<file path="src/ccf_regs.vh">
`ifndef CCF_REGS_VH
`define CCF_REGS_VH
`define CCF_CMD_NONE 8'h00
`define CCF_CMD_FIND_OFS 8'h25
`define CCF_CMD_WRITE_GAIN 8'h2B
`define CCF_CMD_CAL_GAIN 8'h2D
`define CCF_ST_OK 8'h00
`define CCF_MOD_FULL 2'h1
`define CCF_MOD_STATUS 2'h2
`define CCF_MOD_STATUS_W 2'h3
`define CCF_LEN_FULL 3'h3
`define CCF_LEN_STATUS 3'h0
`define CCF_OFS_RST 16'h0000
`define CCF_GAIN_RST 16'h2710
`define CCF_NOMINAL 16'h2710
`define CCF_FLT_OFF 8'h00
`define CCF_FLT_ORD_BIT 7
`define CCF_FLT_LO_MIN 4'h3
`define CCF_FLT_LO_MAX 4'h9
`define CCF_FLT_MID 3'h2
`define CCF_SHIFT_BASE 4'h3
`define CCF_FLT_HI 3'h4
`define CCF_INIT_FIND 8'h01
`define CCF_LEN_STATUS_W 3'h4
`define CCF_GAIN_SHIFT 13
`define CCF_DIV_LAST 5'h1F
`endif
</file>
<file path="src/ccf_calib.v">
`timescale 1ns/100ps
`include "ccf_regs.vh"
module ccf_calib (
   // Clock and reset
   input wire sys_clk_i,
   input wire rst_i,
   // Initial parameters
   input wire init_valid_i,
   input wire [7:0] init_byte0_i,
   input wire [7:0] init_byte1_i,
   input wire [7:0] init_byte2_i,
   input wire [7:0] init_byte3_i,
   // Configuration
   input wire [1:0] module_sel_i,
   // Cyclic request
   input wire req_valid_i,
   input wire [7:0] command_byte_i,
   input wire [7:0] ref_hi_i,
   input wire [7:0] ref_lo_i,
   // Measurement
   input wire sample_valid_i,
   input wire signed [15:0] raw_sample_i,
   // Nonvolatile store
   input wire [15:0] nv_offset_i,
   input wire [15:0] nv_gain_i,
   input wire nv_load_i,
   output reg nv_write_o,
   output reg [15:0] nv_offset_o,
   output reg [15:0] nv_gain_o,
   // Response
   output reg resp_valid_o,
   output reg [7:0] status_code_byte_o,
   output reg [15:0] measured_feedback_word_o,
   output reg [2:0] req_len_o,
   output reg [2:0] resp_len_o,
   // Filter state
   output reg filter_en_o,
   output reg filter_second_o,
   output reg [3:0] filter_cut_o
);
   // ************************************************************
   // Sequencer states and working registers
   // ************************************************************
   localparam ST_IDLE = 3'b001;
   localparam ST_GAIN = 3'b010;
   localparam ST_RESP = 3'b100;
   reg [2:0] state_q;
   reg [7:0] last_cmd_q;
   reg [7:0] last_b0_q;
   reg [15:0] last_gref_q;
   reg signed [15:0] offset_q;
   reg [15:0] gain_q;
   reg [7:0] pend_code_q;
   reg [15:0] gref_q;
   reg [31:0] quot_q;
   reg [31:0] rem_q;
   reg [15:0] div_q;
   reg [4:0] bit_q;
   reg pend_resp_q;
   reg signed [15:0] fsamp_q;
   wire signed [15:0] corr;
   wire signed [15:0] filt;
   wire signed [16:0] net;
   wire [15:0] ref_word;
   wire [15:0] init_gref;
   wire full_ctl;
   wire new_cmd;
   wire [31:0] prod;
   wire [31:0] scaled;
   wire [32:0] rem_try;
   wire [3:0] lo_nib;
   wire flt_valid;
   // ************************************************************
   // Field decode and arithmetic
   // ************************************************************
   assign ref_word = {ref_hi_i, ref_lo_i};
   assign init_gref = {init_byte1_i, init_byte2_i};
   assign full_ctl = (module_sel_i == `CCF_MOD_FULL);
   assign new_cmd = req_valid_i && full_ctl && (command_byte_i != last_cmd_q);
   assign net = {fsamp_q[15], fsamp_q} - {offset_q[15], offset_q};
   assign prod = $signed(net[15:0]) * $signed({1'b0, gain_q});
   assign scaled = prod >>> `CCF_GAIN_SHIFT;
   assign corr = scaled[15:0];
   assign lo_nib = init_byte3_i[3:0];
   assign flt_valid = (init_byte3_i[6:4] == `CCF_FLT_HI) && (lo_nib >= `CCF_FLT_LO_MIN) && (lo_nib <= `CCF_FLT_LO_MAX);
   assign rem_try = {rem_q[31:0], quot_q[31]} - {17'h0, div_q};
   // ************************************************************
   // Measurement filter
   // ************************************************************
   ccf_lowpass u_lp (
      .sys_clk_i(sys_clk_i),
      .rst_i(rst_i),
      .enable_i(filter_en_o),
      .second_order_i(filter_second_o),
      .shift_i(filter_cut_o),
      .sample_valid_i(sample_valid_i),
      .sample_i(raw_sample_i),
      .filtered_o(filt)
   );
   // ************************************************************
   // Command sequencer
   // ************************************************************
   always @(posedge sys_clk_i) begin
      if (rst_i) begin
         state_q <= ST_IDLE;
         last_cmd_q <= `CCF_CMD_NONE;
         last_b0_q <= 8'h00;
         last_gref_q <= 16'h0000;
         offset_q <= `CCF_OFS_RST;
         gain_q <= `CCF_GAIN_RST;
         pend_code_q <= `CCF_ST_OK;
         gref_q <= 16'h0000;
         quot_q <= 32'h00000000;
         rem_q <= 32'h00000000;
         div_q <= 16'h0001;
         bit_q <= 5'h00;
         pend_resp_q <= 1'b0;
         fsamp_q <= 16'h0000;
         nv_write_o <= 1'b0;
         nv_offset_o <= `CCF_OFS_RST;
         nv_gain_o <= `CCF_GAIN_RST;
         resp_valid_o <= 1'b0;
         status_code_byte_o <= `CCF_ST_OK;
         measured_feedback_word_o <= 16'h0000;
         req_len_o <= `CCF_LEN_FULL;
         resp_len_o <= `CCF_LEN_FULL;
         filter_en_o <= 1'b0;
         filter_second_o <= 1'b0;
         filter_cut_o <= `CCF_SHIFT_BASE;
      end else begin
         nv_write_o <= 1'b0;
         resp_valid_o <= 1'b0;
         if (sample_valid_i)
            fsamp_q <= filt;
         // Status modules carry no command byte or reference word
         req_len_o <= full_ctl ? `CCF_LEN_FULL : `CCF_LEN_STATUS;
         resp_len_o <= (module_sel_i == `CCF_MOD_STATUS_W) ? `CCF_LEN_STATUS_W : `CCF_LEN_FULL;
         if (req_valid_i)
            last_cmd_q <= full_ctl ? command_byte_i : `CCF_CMD_NONE;
         if (nv_load_i && state_q == ST_IDLE) begin
            offset_q <= nv_offset_i;
            gain_q <= nv_gain_i;
         end
         if (init_valid_i) begin
            last_b0_q <= init_byte0_i;
            last_gref_q <= init_gref;
            if (init_byte3_i == `CCF_FLT_OFF || !flt_valid) begin
               filter_en_o <= 1'b0;
            end else begin
               filter_en_o <= 1'b1;
               filter_second_o <= init_byte3_i[`CCF_FLT_ORD_BIT];
               filter_cut_o <= `CCF_SHIFT_BASE + (`CCF_FLT_LO_MAX - lo_nib);
            end
         end
         case (state_q)
            ST_IDLE: begin
               if (init_valid_i && init_byte0_i == `CCF_INIT_FIND && last_b0_q != `CCF_INIT_FIND) begin
                  offset_q <= fsamp_q;
                  nv_offset_o <= fsamp_q;
                  nv_gain_o <= gain_q;
                  nv_write_o <= 1'b1;
               end else if (init_valid_i && init_gref != 16'h0000 && init_gref != last_gref_q) begin
                  gref_q <= init_gref;
                  pend_resp_q <= 1'b0;
                  state_q <= ST_GAIN;
               end else if (new_cmd && command_byte_i == `CCF_CMD_FIND_OFS) begin
                  offset_q <= fsamp_q;
                  nv_offset_o <= fsamp_q;
                  nv_gain_o <= gain_q;
                  nv_write_o <= 1'b1;
                  pend_code_q <= `CCF_CMD_FIND_OFS;
                  measured_feedback_word_o <= fsamp_q;
                  state_q <= ST_RESP;
               end else if (new_cmd && command_byte_i == `CCF_CMD_WRITE_GAIN) begin
                  gain_q <= ref_word;
                  nv_offset_o <= offset_q;
                  nv_gain_o <= ref_word;
                  nv_write_o <= 1'b1;
                  pend_code_q <= `CCF_CMD_WRITE_GAIN;
                  measured_feedback_word_o <= ref_word;
                  state_q <= ST_RESP;
               end else if (new_cmd && command_byte_i == `CCF_CMD_CAL_GAIN && ref_word != 16'h0000) begin
                  gref_q <= ref_word;
                  pend_resp_q <= 1'b1;
                  state_q <= ST_GAIN;
               end else if (req_valid_i) begin
                  resp_valid_o <= 1'b1;
                  status_code_byte_o <= `CCF_ST_OK;
                  measured_feedback_word_o <= corr;
               end
               if (state_q == ST_IDLE) begin
                  // Dividend gref*gain, divisor current net reading
                  quot_q <= (init_valid_i ? init_gref : ref_word) * gain_q;
                  rem_q <= 32'h00000000;
                  div_q <= (net[15:0] == 16'h0000 || net[16]) ? 16'h0001 : net[15:0];
                  bit_q <= 5'h00;
               end
            end
            ST_GAIN: begin
               // Restoring divide, one quotient bit per cycle
               if (rem_try[32]) begin
                  rem_q <= {rem_q[30:0], quot_q[31]};
                  quot_q <= {quot_q[30:0], 1'b0};
               end else begin
                  rem_q <= rem_try[31:0];
                  quot_q <= {quot_q[30:0], 1'b1};
               end
               bit_q <= bit_q + 5'h01;
               if (bit_q == `CCF_DIV_LAST) begin
                  gain_q <= quot_q[14:0] == 15'h0 ? gain_q : {quot_q[14:0], ~rem_try[32]};
                  nv_offset_o <= offset_q;
                  nv_gain_o <= {quot_q[14:0], ~rem_try[32]};
                  nv_write_o <= 1'b1;
                  measured_feedback_word_o <= {quot_q[14:0], ~rem_try[32]};
                  pend_code_q <= `CCF_CMD_CAL_GAIN;
                  state_q <= pend_resp_q ? ST_RESP : ST_IDLE;
               end
            end
            ST_RESP: begin
               if (req_valid_i) begin
                  resp_valid_o <= 1'b1;
                  status_code_byte_o <= pend_code_q;
                  state_q <= ST_IDLE;
               end
            end
            default: state_q <= ST_IDLE;
         endcase
      end
   end
endmodule // ccf_calib

</file>
<file path="src/ccf_lowpass.v">
`timescale 1ns/100ps
`include "ccf_regs.vh"
module ccf_lowpass (
   // Clock and reset
   input wire sys_clk_i,
   input wire rst_i,
   // Control
   input wire enable_i,
   input wire second_order_i,
   input wire [3:0] shift_i,
   input wire sample_valid_i,
   // Data
   input wire signed [15:0] sample_i,
   output reg signed [15:0] filtered_o
);
   reg signed [31:0] st1_q;
   reg signed [31:0] st2_q;
   wire signed [31:0] in_ext;
   wire signed [31:0] st1_d;
   wire signed [31:0] st2_d;
   assign in_ext = {sample_i, 16'h0000};
   // One-pole stages; the second cascaded for sharper roll-off
   assign st1_d = st1_q + ((in_ext - st1_q) >>> shift_i);
   assign st2_d = st2_q + ((st1_q - st2_q) >>> shift_i);
   always @(posedge sys_clk_i) begin
      if (rst_i) begin
         st1_q <= 32'h00000000;
         st2_q <= 32'h00000000;
         filtered_o <= 16'h0000;
      end else if (sample_valid_i) begin
         if (!enable_i) begin
            st1_q <= in_ext;
            st2_q <= in_ext;
            filtered_o <= sample_i;
         end else begin
            st1_q <= st1_d;
            st2_q <= st2_d;
            filtered_o <= second_order_i ? st2_d[31:16] : st1_d[31:16];
         end
      end
   end
endmodule // ccf_lowpass

</file>
<file path="config.mk">
export PLATFORM = sky130hd
export DESIGN_NAME = ccf_calib
export DESIGN_NICKNAME = d
export VERILOG_FILES = /design/src/ccf_calib.v /design/src/ccf_lowpass.v
export VERILOG_INCLUDE_DIRS = /design/src /design/src/src
export SDC_FILE = /design/constraint.sdc
export NUM_CORES = 2
export LEC_CHECK = 0
export ABC_AREA = 1
export BUFFER_PORTS_ARGS = -buffer_cell sky130_fd_sc_hd__buf_2
export CELL_PAD_IN_SITES_DETAIL_PLACEMENT = 0
export CELL_PAD_IN_SITES_GLOBAL_PLACEMENT = 1
export CORE_ASPECT_RATIO = 1.5
export CORE_UTILIZATION = 50
export DETAILED_ROUTE_END_ITERATION = 7
export HOLD_SLACK_MARGIN = 0.02
export PLACE_DENSITY = 0.87
export SLEW_MARGIN = 20
export SYNTH_ARGS = -nofsm -noshare
export SYNTH_HDL_FRONTEND = slang
export SYNTH_HIERARCHICAL = 1
export SYNTH_SLANG_ARGS = --single-unit
export TNS_END_PERCENT = 50
</file>
<file path="constraint.sdc">
create_clock -name sys_clk_i -period 17.61 [get_ports sys_clk_i]
set_input_delay 2.6415 -clock sys_clk_i [delete_from_list [all_inputs] [get_ports sys_clk_i]]
set_output_delay 2.6415 -clock sys_clk_i [all_outputs]
set_load 0.005 [all_outputs]
</file>
After elaboration in Yosys (flattened, before gate mapping)
Index checks and enable logic that the tools add are counted.
Widths: inputs -> output; s select.
- multiplexer cells: 87
- equality and inequality tests: 31
- reduce and logical (&&, ||, !) cells: 31
- add/sub/neg operators: 9
- $mul: 2
- order comparisons: 2
- shift-type cells: 2
- bitwise operators: 3
- operators with widths (operator ; count):
    $mux 16 ; 32
    $pmux 16 s2 ; 4
    $pmux 32 s2 ; 2
    $mux 8 ; 13
    $mux 32 ; 3
    $add 32x32->32 ; 2
    $sshr 32x4->32 ; 2
    $sub 32x32->32 ; 2
    $sub 33x16->33 ; 1
    $mul 16x16->32 ; 1
    $pmux 8 s2 ; 2
    $reduce_bool 16->1 ; 2
    $mul 16x17->29 ; 1
    $mux 3 ; 9
    $eq 8x6->1 const B ; 3
    $ne 2x2->1 const B ; 10
    $mux 1 ; 17
    $sub 16x16->17 ; 1
    $logic_not 16->1 ; 1
    $ne 16x16->1 ; 1
    $logic_not 15->1 ; 1
    $logic_and 1x1->1 ; 13
    $ne 4x4->1 const B ; 3
    $pmux 5 s2 ; 1
    other kinds (29) ; 40
- logic and storage cells: 194
- flip-flop bits (word level): 327
- output and inout bits: 70
- input bits: 112

Longest topological paths before layout
- word-level depth: 11
- gate-level depth with buffers: 42
- gate-level depth less buffers: 41

By module
Netlist, hierarchy kept.
- by module, submodules not included (module ; times used ; cells an instance ; area an instance (µm²) ; sequential area each (µm²)):
    ccf_calib ; 1 ; 4114 ; 29933.7 ; 4724.5
    ccf_lowpass ; 1 ; 2462 ; 13472.9 ; 1601.5

Least setup slack after synthesis
No wires, ideal clock.
- path kind: input to register
- from: input port init_valid_i
- to: register quot_q[31]
- required time: 17482 ps
- buffers on the path: 3
- path slack: 8896 ps
- stages: 27
- arrival time: 8586 ps
- setup time: 128 ps
- cell sequence: buf_2 -> clkbuf_1 -> o21ai_0 -> clkbuf_1 -> nand2_1 -> fa_1 -> inv_1 -> fa_1 -> inv_1 -> fa_1 -> inv_1 -> fa_1 -> inv_1 -> fa_1 -> inv_1 -> fa_1 -> ha_1 -> a21oi_1 -> o21ai_0 -> a31oi_1 -> nand3_1 -> a21o_1 -> a21oi_1 -> o21ai_0 -> xor2_1 -> a21oi_1 -> nor2_1
- word-level cells in the longest chain between the ends: 3
- ends and longest elaborated chain (item ; RTL line ; source):
    start: declaration ; ccf_calib.v:8 ; input wire init_valid_i,
    $mux 16 ; ccf_calib.v:193 ; quot_q <= (init_valid_i ? init_gref : ref_word) * gain_q;
    $mul 16x16->32 ; ccf_calib.v:193 ;
    $pmux 32 s2 ; ccf_calib.v:155 ; case (state_q)
    end signal: assignment ; ccf_calib.v:193 ;
    end signal: assignment ; ccf_calib.v:203 ; quot_q <= {quot_q[30:0], 1'b0};
    end signal: assignment ; ccf_calib.v:206 ; quot_q <= {quot_q[30:0], 1'b1};
    end: declaration ; ccf_calib.v:55 ; reg [31:0] quot_q;
No other way between the ends.
A chain may end at the register's enable or synchronous reset.

Worst setup path after layout
Ends and elaborated chain as after synthesis.

==> run summary <==
outcome -> finished, final reports clean
post-route minimum period -> 9.22 ns
Mapped Cells -> 6576
clock slew at reported path FFs -> 0.07 ns
layout cell share with drive strength beyond 1 -> 0.0674
Num CTS Buffers -> 38
mapped cell area -> 43400 um2
Critical Path Source -> init_valid_i
initial antenna violation count -> 4
period utilization -> 0.524
worst relative slew slack -> 0.122
Vias/cell -> 5.79
footprint of the multi-input gates -> 32100 um2
critical path peak fanout -> 44
Clock H-tree levels -> 2
die width -> 243 um
Buffers on Ports -> 177
Yosys top cell by area -> fa_1
area delta synth->final -> 6.92%
Clk Latency, worst-skew pair -> 0.60 ns
# fillers -> 8993
Clock Skews -> 0.0310 ns
HPWL after DPL -> 145000 um
FP Rows -> 132
reg2reg path depth -> 36
Setup CP Type -> input port to flip-flop
dpl cell area -> 45100 um2
register area share after synthesis -> 0.146
drt pass-1 iters -> 8
clock sinks -> 316
io pins -> 182
CP Capture Type -> flip-flop
routed vias -> 44966
simple-gate share of the synthesized area -> 0.283
CTS tree -> yes
Yosys top cell area share -> 0.180
cts-stage hold buffer count -> 0
Worst Path Arrival -> 9.67 ns
final setup fails -> 0
Iter 0 DRT Violations -> 3713
combinational family with the most area after synthesis -> simple AND/OR/NAND/NOR gates
Synth warnings -> 6
gr ovfl total -> 0
first-pass GRT wire length -> 268000 um
Post-Synth XOR/XNOR Area -> 0.0206
RSZ-0062 raised after global routing -> no
Least-Margin Pin Slew -> 1.30 ns
asr flop ratio synth -> 0
vias in the first global route -> 44509
remaining antenna violation count after routing -> 0
post-place setup slack -> 7.89 ns
Worst EP required -> 18.06 ns
Final TNS setup -> 0 ns
Fin. Hold Viols -> 0
post-synthesis compound-gate area fraction -> 0.150
die area -> 88000 um2
Slew Limit Fails -> 0
Post-CTS Resized -> 0
origin of the critical flop-to-flop path -> fsamp_q[0]
Seq. cell area -> 6330 um2
synth cell count leaders -> nand2_1, inv_1, nor2_1, nand3_1, a21oi_1
most common cell in the netlist -> nand2_1
DRC viols -> 0
Critical Path Sink -> quot_q[31]
final wirelength -> 181000 um
Final Net Count -> 7451
top_reg_cell synth -> dfxtp_1
Initial Util -> 0.503
max_cap viols -> 0
post-CTS setup buffer count -> 0
GRT Total Usage -> 0.408
FMAX -> 108 MHz
CTS root buffer -> clkbuf_16
Synth cell types -> 68
routability cong. -> 1.00
Post-Syn Area per Cell -> 6.60 um2
synthesis-stage register bit count -> 316
Placeable Area -> 86200 um2
CTS Buffer Depth -> 3
chip height -> 363 um
Post-Layout Inst Area -> 46400 um2
Worst setup SP type -> input port
FF-to-FF setup slack -> 8.41 ns
routed len/inst -> 23.3 um
number of synthesized flops with an enable pin -> 0
Synth area leaders -> fa_1, dfxtp_1, nand2_1
reg2reg end -> measured_feedback_word_o[5]
setup ws final -> 8.39 ns
largest net degree at the start of global routing -> 96
Hold Path Class -> flip-flop to flip-flop
mux cell area share after synthesis -> 0.000922
Post-Synth Adder-Cell Area -> 0.283
## how the worst min path moves through the flow
| stage | start | endpoint | slack (ns) | depth (start not counted) |
|---|---|---|---|---|
| global placement | nv_gain_o[4] | nv_gain_o[4] | 0.44 | 2 |
| global route | pend_code_q[3] | pend_code_q[3] | 0.49 | 2 |
| floorplan | pend_resp_q | pend_resp_q | 0.43 | 2 |
| CTS | nv_gain_o[8] | nv_gain_o[8] | 0.46 | 2 |
| finish | nv_gain_o[8] | nv_gain_o[8] | 0.46 | 2 |
| detailed placement | nv_gain_o[8] | nv_gain_o[8] | 0.45 | 2 |
## critical path, cell delays in order
cell,delay (ns)
buf_2,0.64
nand2_1,0.16
o21ai_1,0.49
nand2_1,0.17
fa_1,0.55
inv_1,0.06
fa_1,0.52
fa_1,0.56
inv_1,0.06
fa_1,0.54
inv_1,0.07
fa_1,0.51
fa_1,0.50
ha_1,0.38
a21oi_1,0.30
o21ai_0,0.14
a31oi_1,0.15
nand3_1,0.19
a21o_1,0.24
a21oi_1,0.26
o21ai_0,0.15
xor2_1,0.16
a21oi_1,0.13
nor2_1,0.05
## cell usage in the layout (no fill, tap or decap), types with 11 or more instances in the layout
master | netlist | layout
a31oi_1 | 104 | 104
buf_4 | 10 | 66
nand4_1 | 46 | 46
nand3_1 | 508 | 506
nor3_1 | 50 | 49
inv_2 | 26 | 30
or2_2 | 33 | 33
o21bai_1 | 22 | 22
ha_1 | 355 | 355
nand2_2 | 23 | 25
xnor2_1 | 49 | 49
buf_2 | 33 | 176
a21o_1 | 24 | 24
o21ai_1 | 27 | 27
inv_1 | 1000 | 995
a21oi_1 | 482 | 482
nor2_1 | 550 | 550
o21a_1 | 28 | 28
clkinv_1 | 17 | 17
a211oi_1 | 11 | 11
clkbuf_16 | 0 | 39
xor2_1 | 53 | 53
nand2_1 | 1651 | 1649
fa_1 | 391 | 391
nor4_1 | 23 | 23
o21ai_0 | 349 | 349
dfxtp_1 | 316 | 310
o211ai_1 | 65 | 65
## registers in the layout, indices dropped and copies added, names as in the netlist, 32 cells and up
register,cells
u_lp/st2_q,32
quot_q,32
u_lp/st1_q,32
rem_q,32
## logic make-up (layout without fill, tap and decap cells)
family,Yosys count,count (layout)
xor gates and xnor gates,102,102
buffers and inverters,1312,1354
adders and majority gates,746,746
DFF,316,316
other,1,7
muxes,4,4
AOI/OAI and AO/OA,1162,1162
and+or+nand+nor,2933,2933
## metrics by stage
step / cells / hold WS (ns) / util
4_1_cts: 7760 / 0.460 / 0.538
3_3_place_gp: 7692 / 0.441 / 0.523
6_report: 7763 / 0.457 / 0.538
3_5_place_dp: 7692 / 0.445 / 0.523
2_1_floorplan: 6579 / 0.428 / -
5_1_grt: 7761 / 0.486 / 0.538
## routing by layer
metal,vias up,part of all wire,global-route usage
met4,6,0.13,0.430
met2,1949,0.47,0.690
met5,-,0.00020,0
met1,21174,0.34,0.417
met3,719,0.069,0.0646
li1,21118,-,-
## area by class of cell
type,instances,share of cell area
clock buffer,51,0.0226
clock inverter,17,0.00499
sequential,316,0.136
multi-input combinational,4951,0.691
antenna,3,0.000162
tap,1139,0.0307
inverter,1043,0.0844
timing repair buffer,243,0.0299
Power is not shown: default switching activity piles up to over one toggle a cycle in this logic, so the estimate is an artifact.
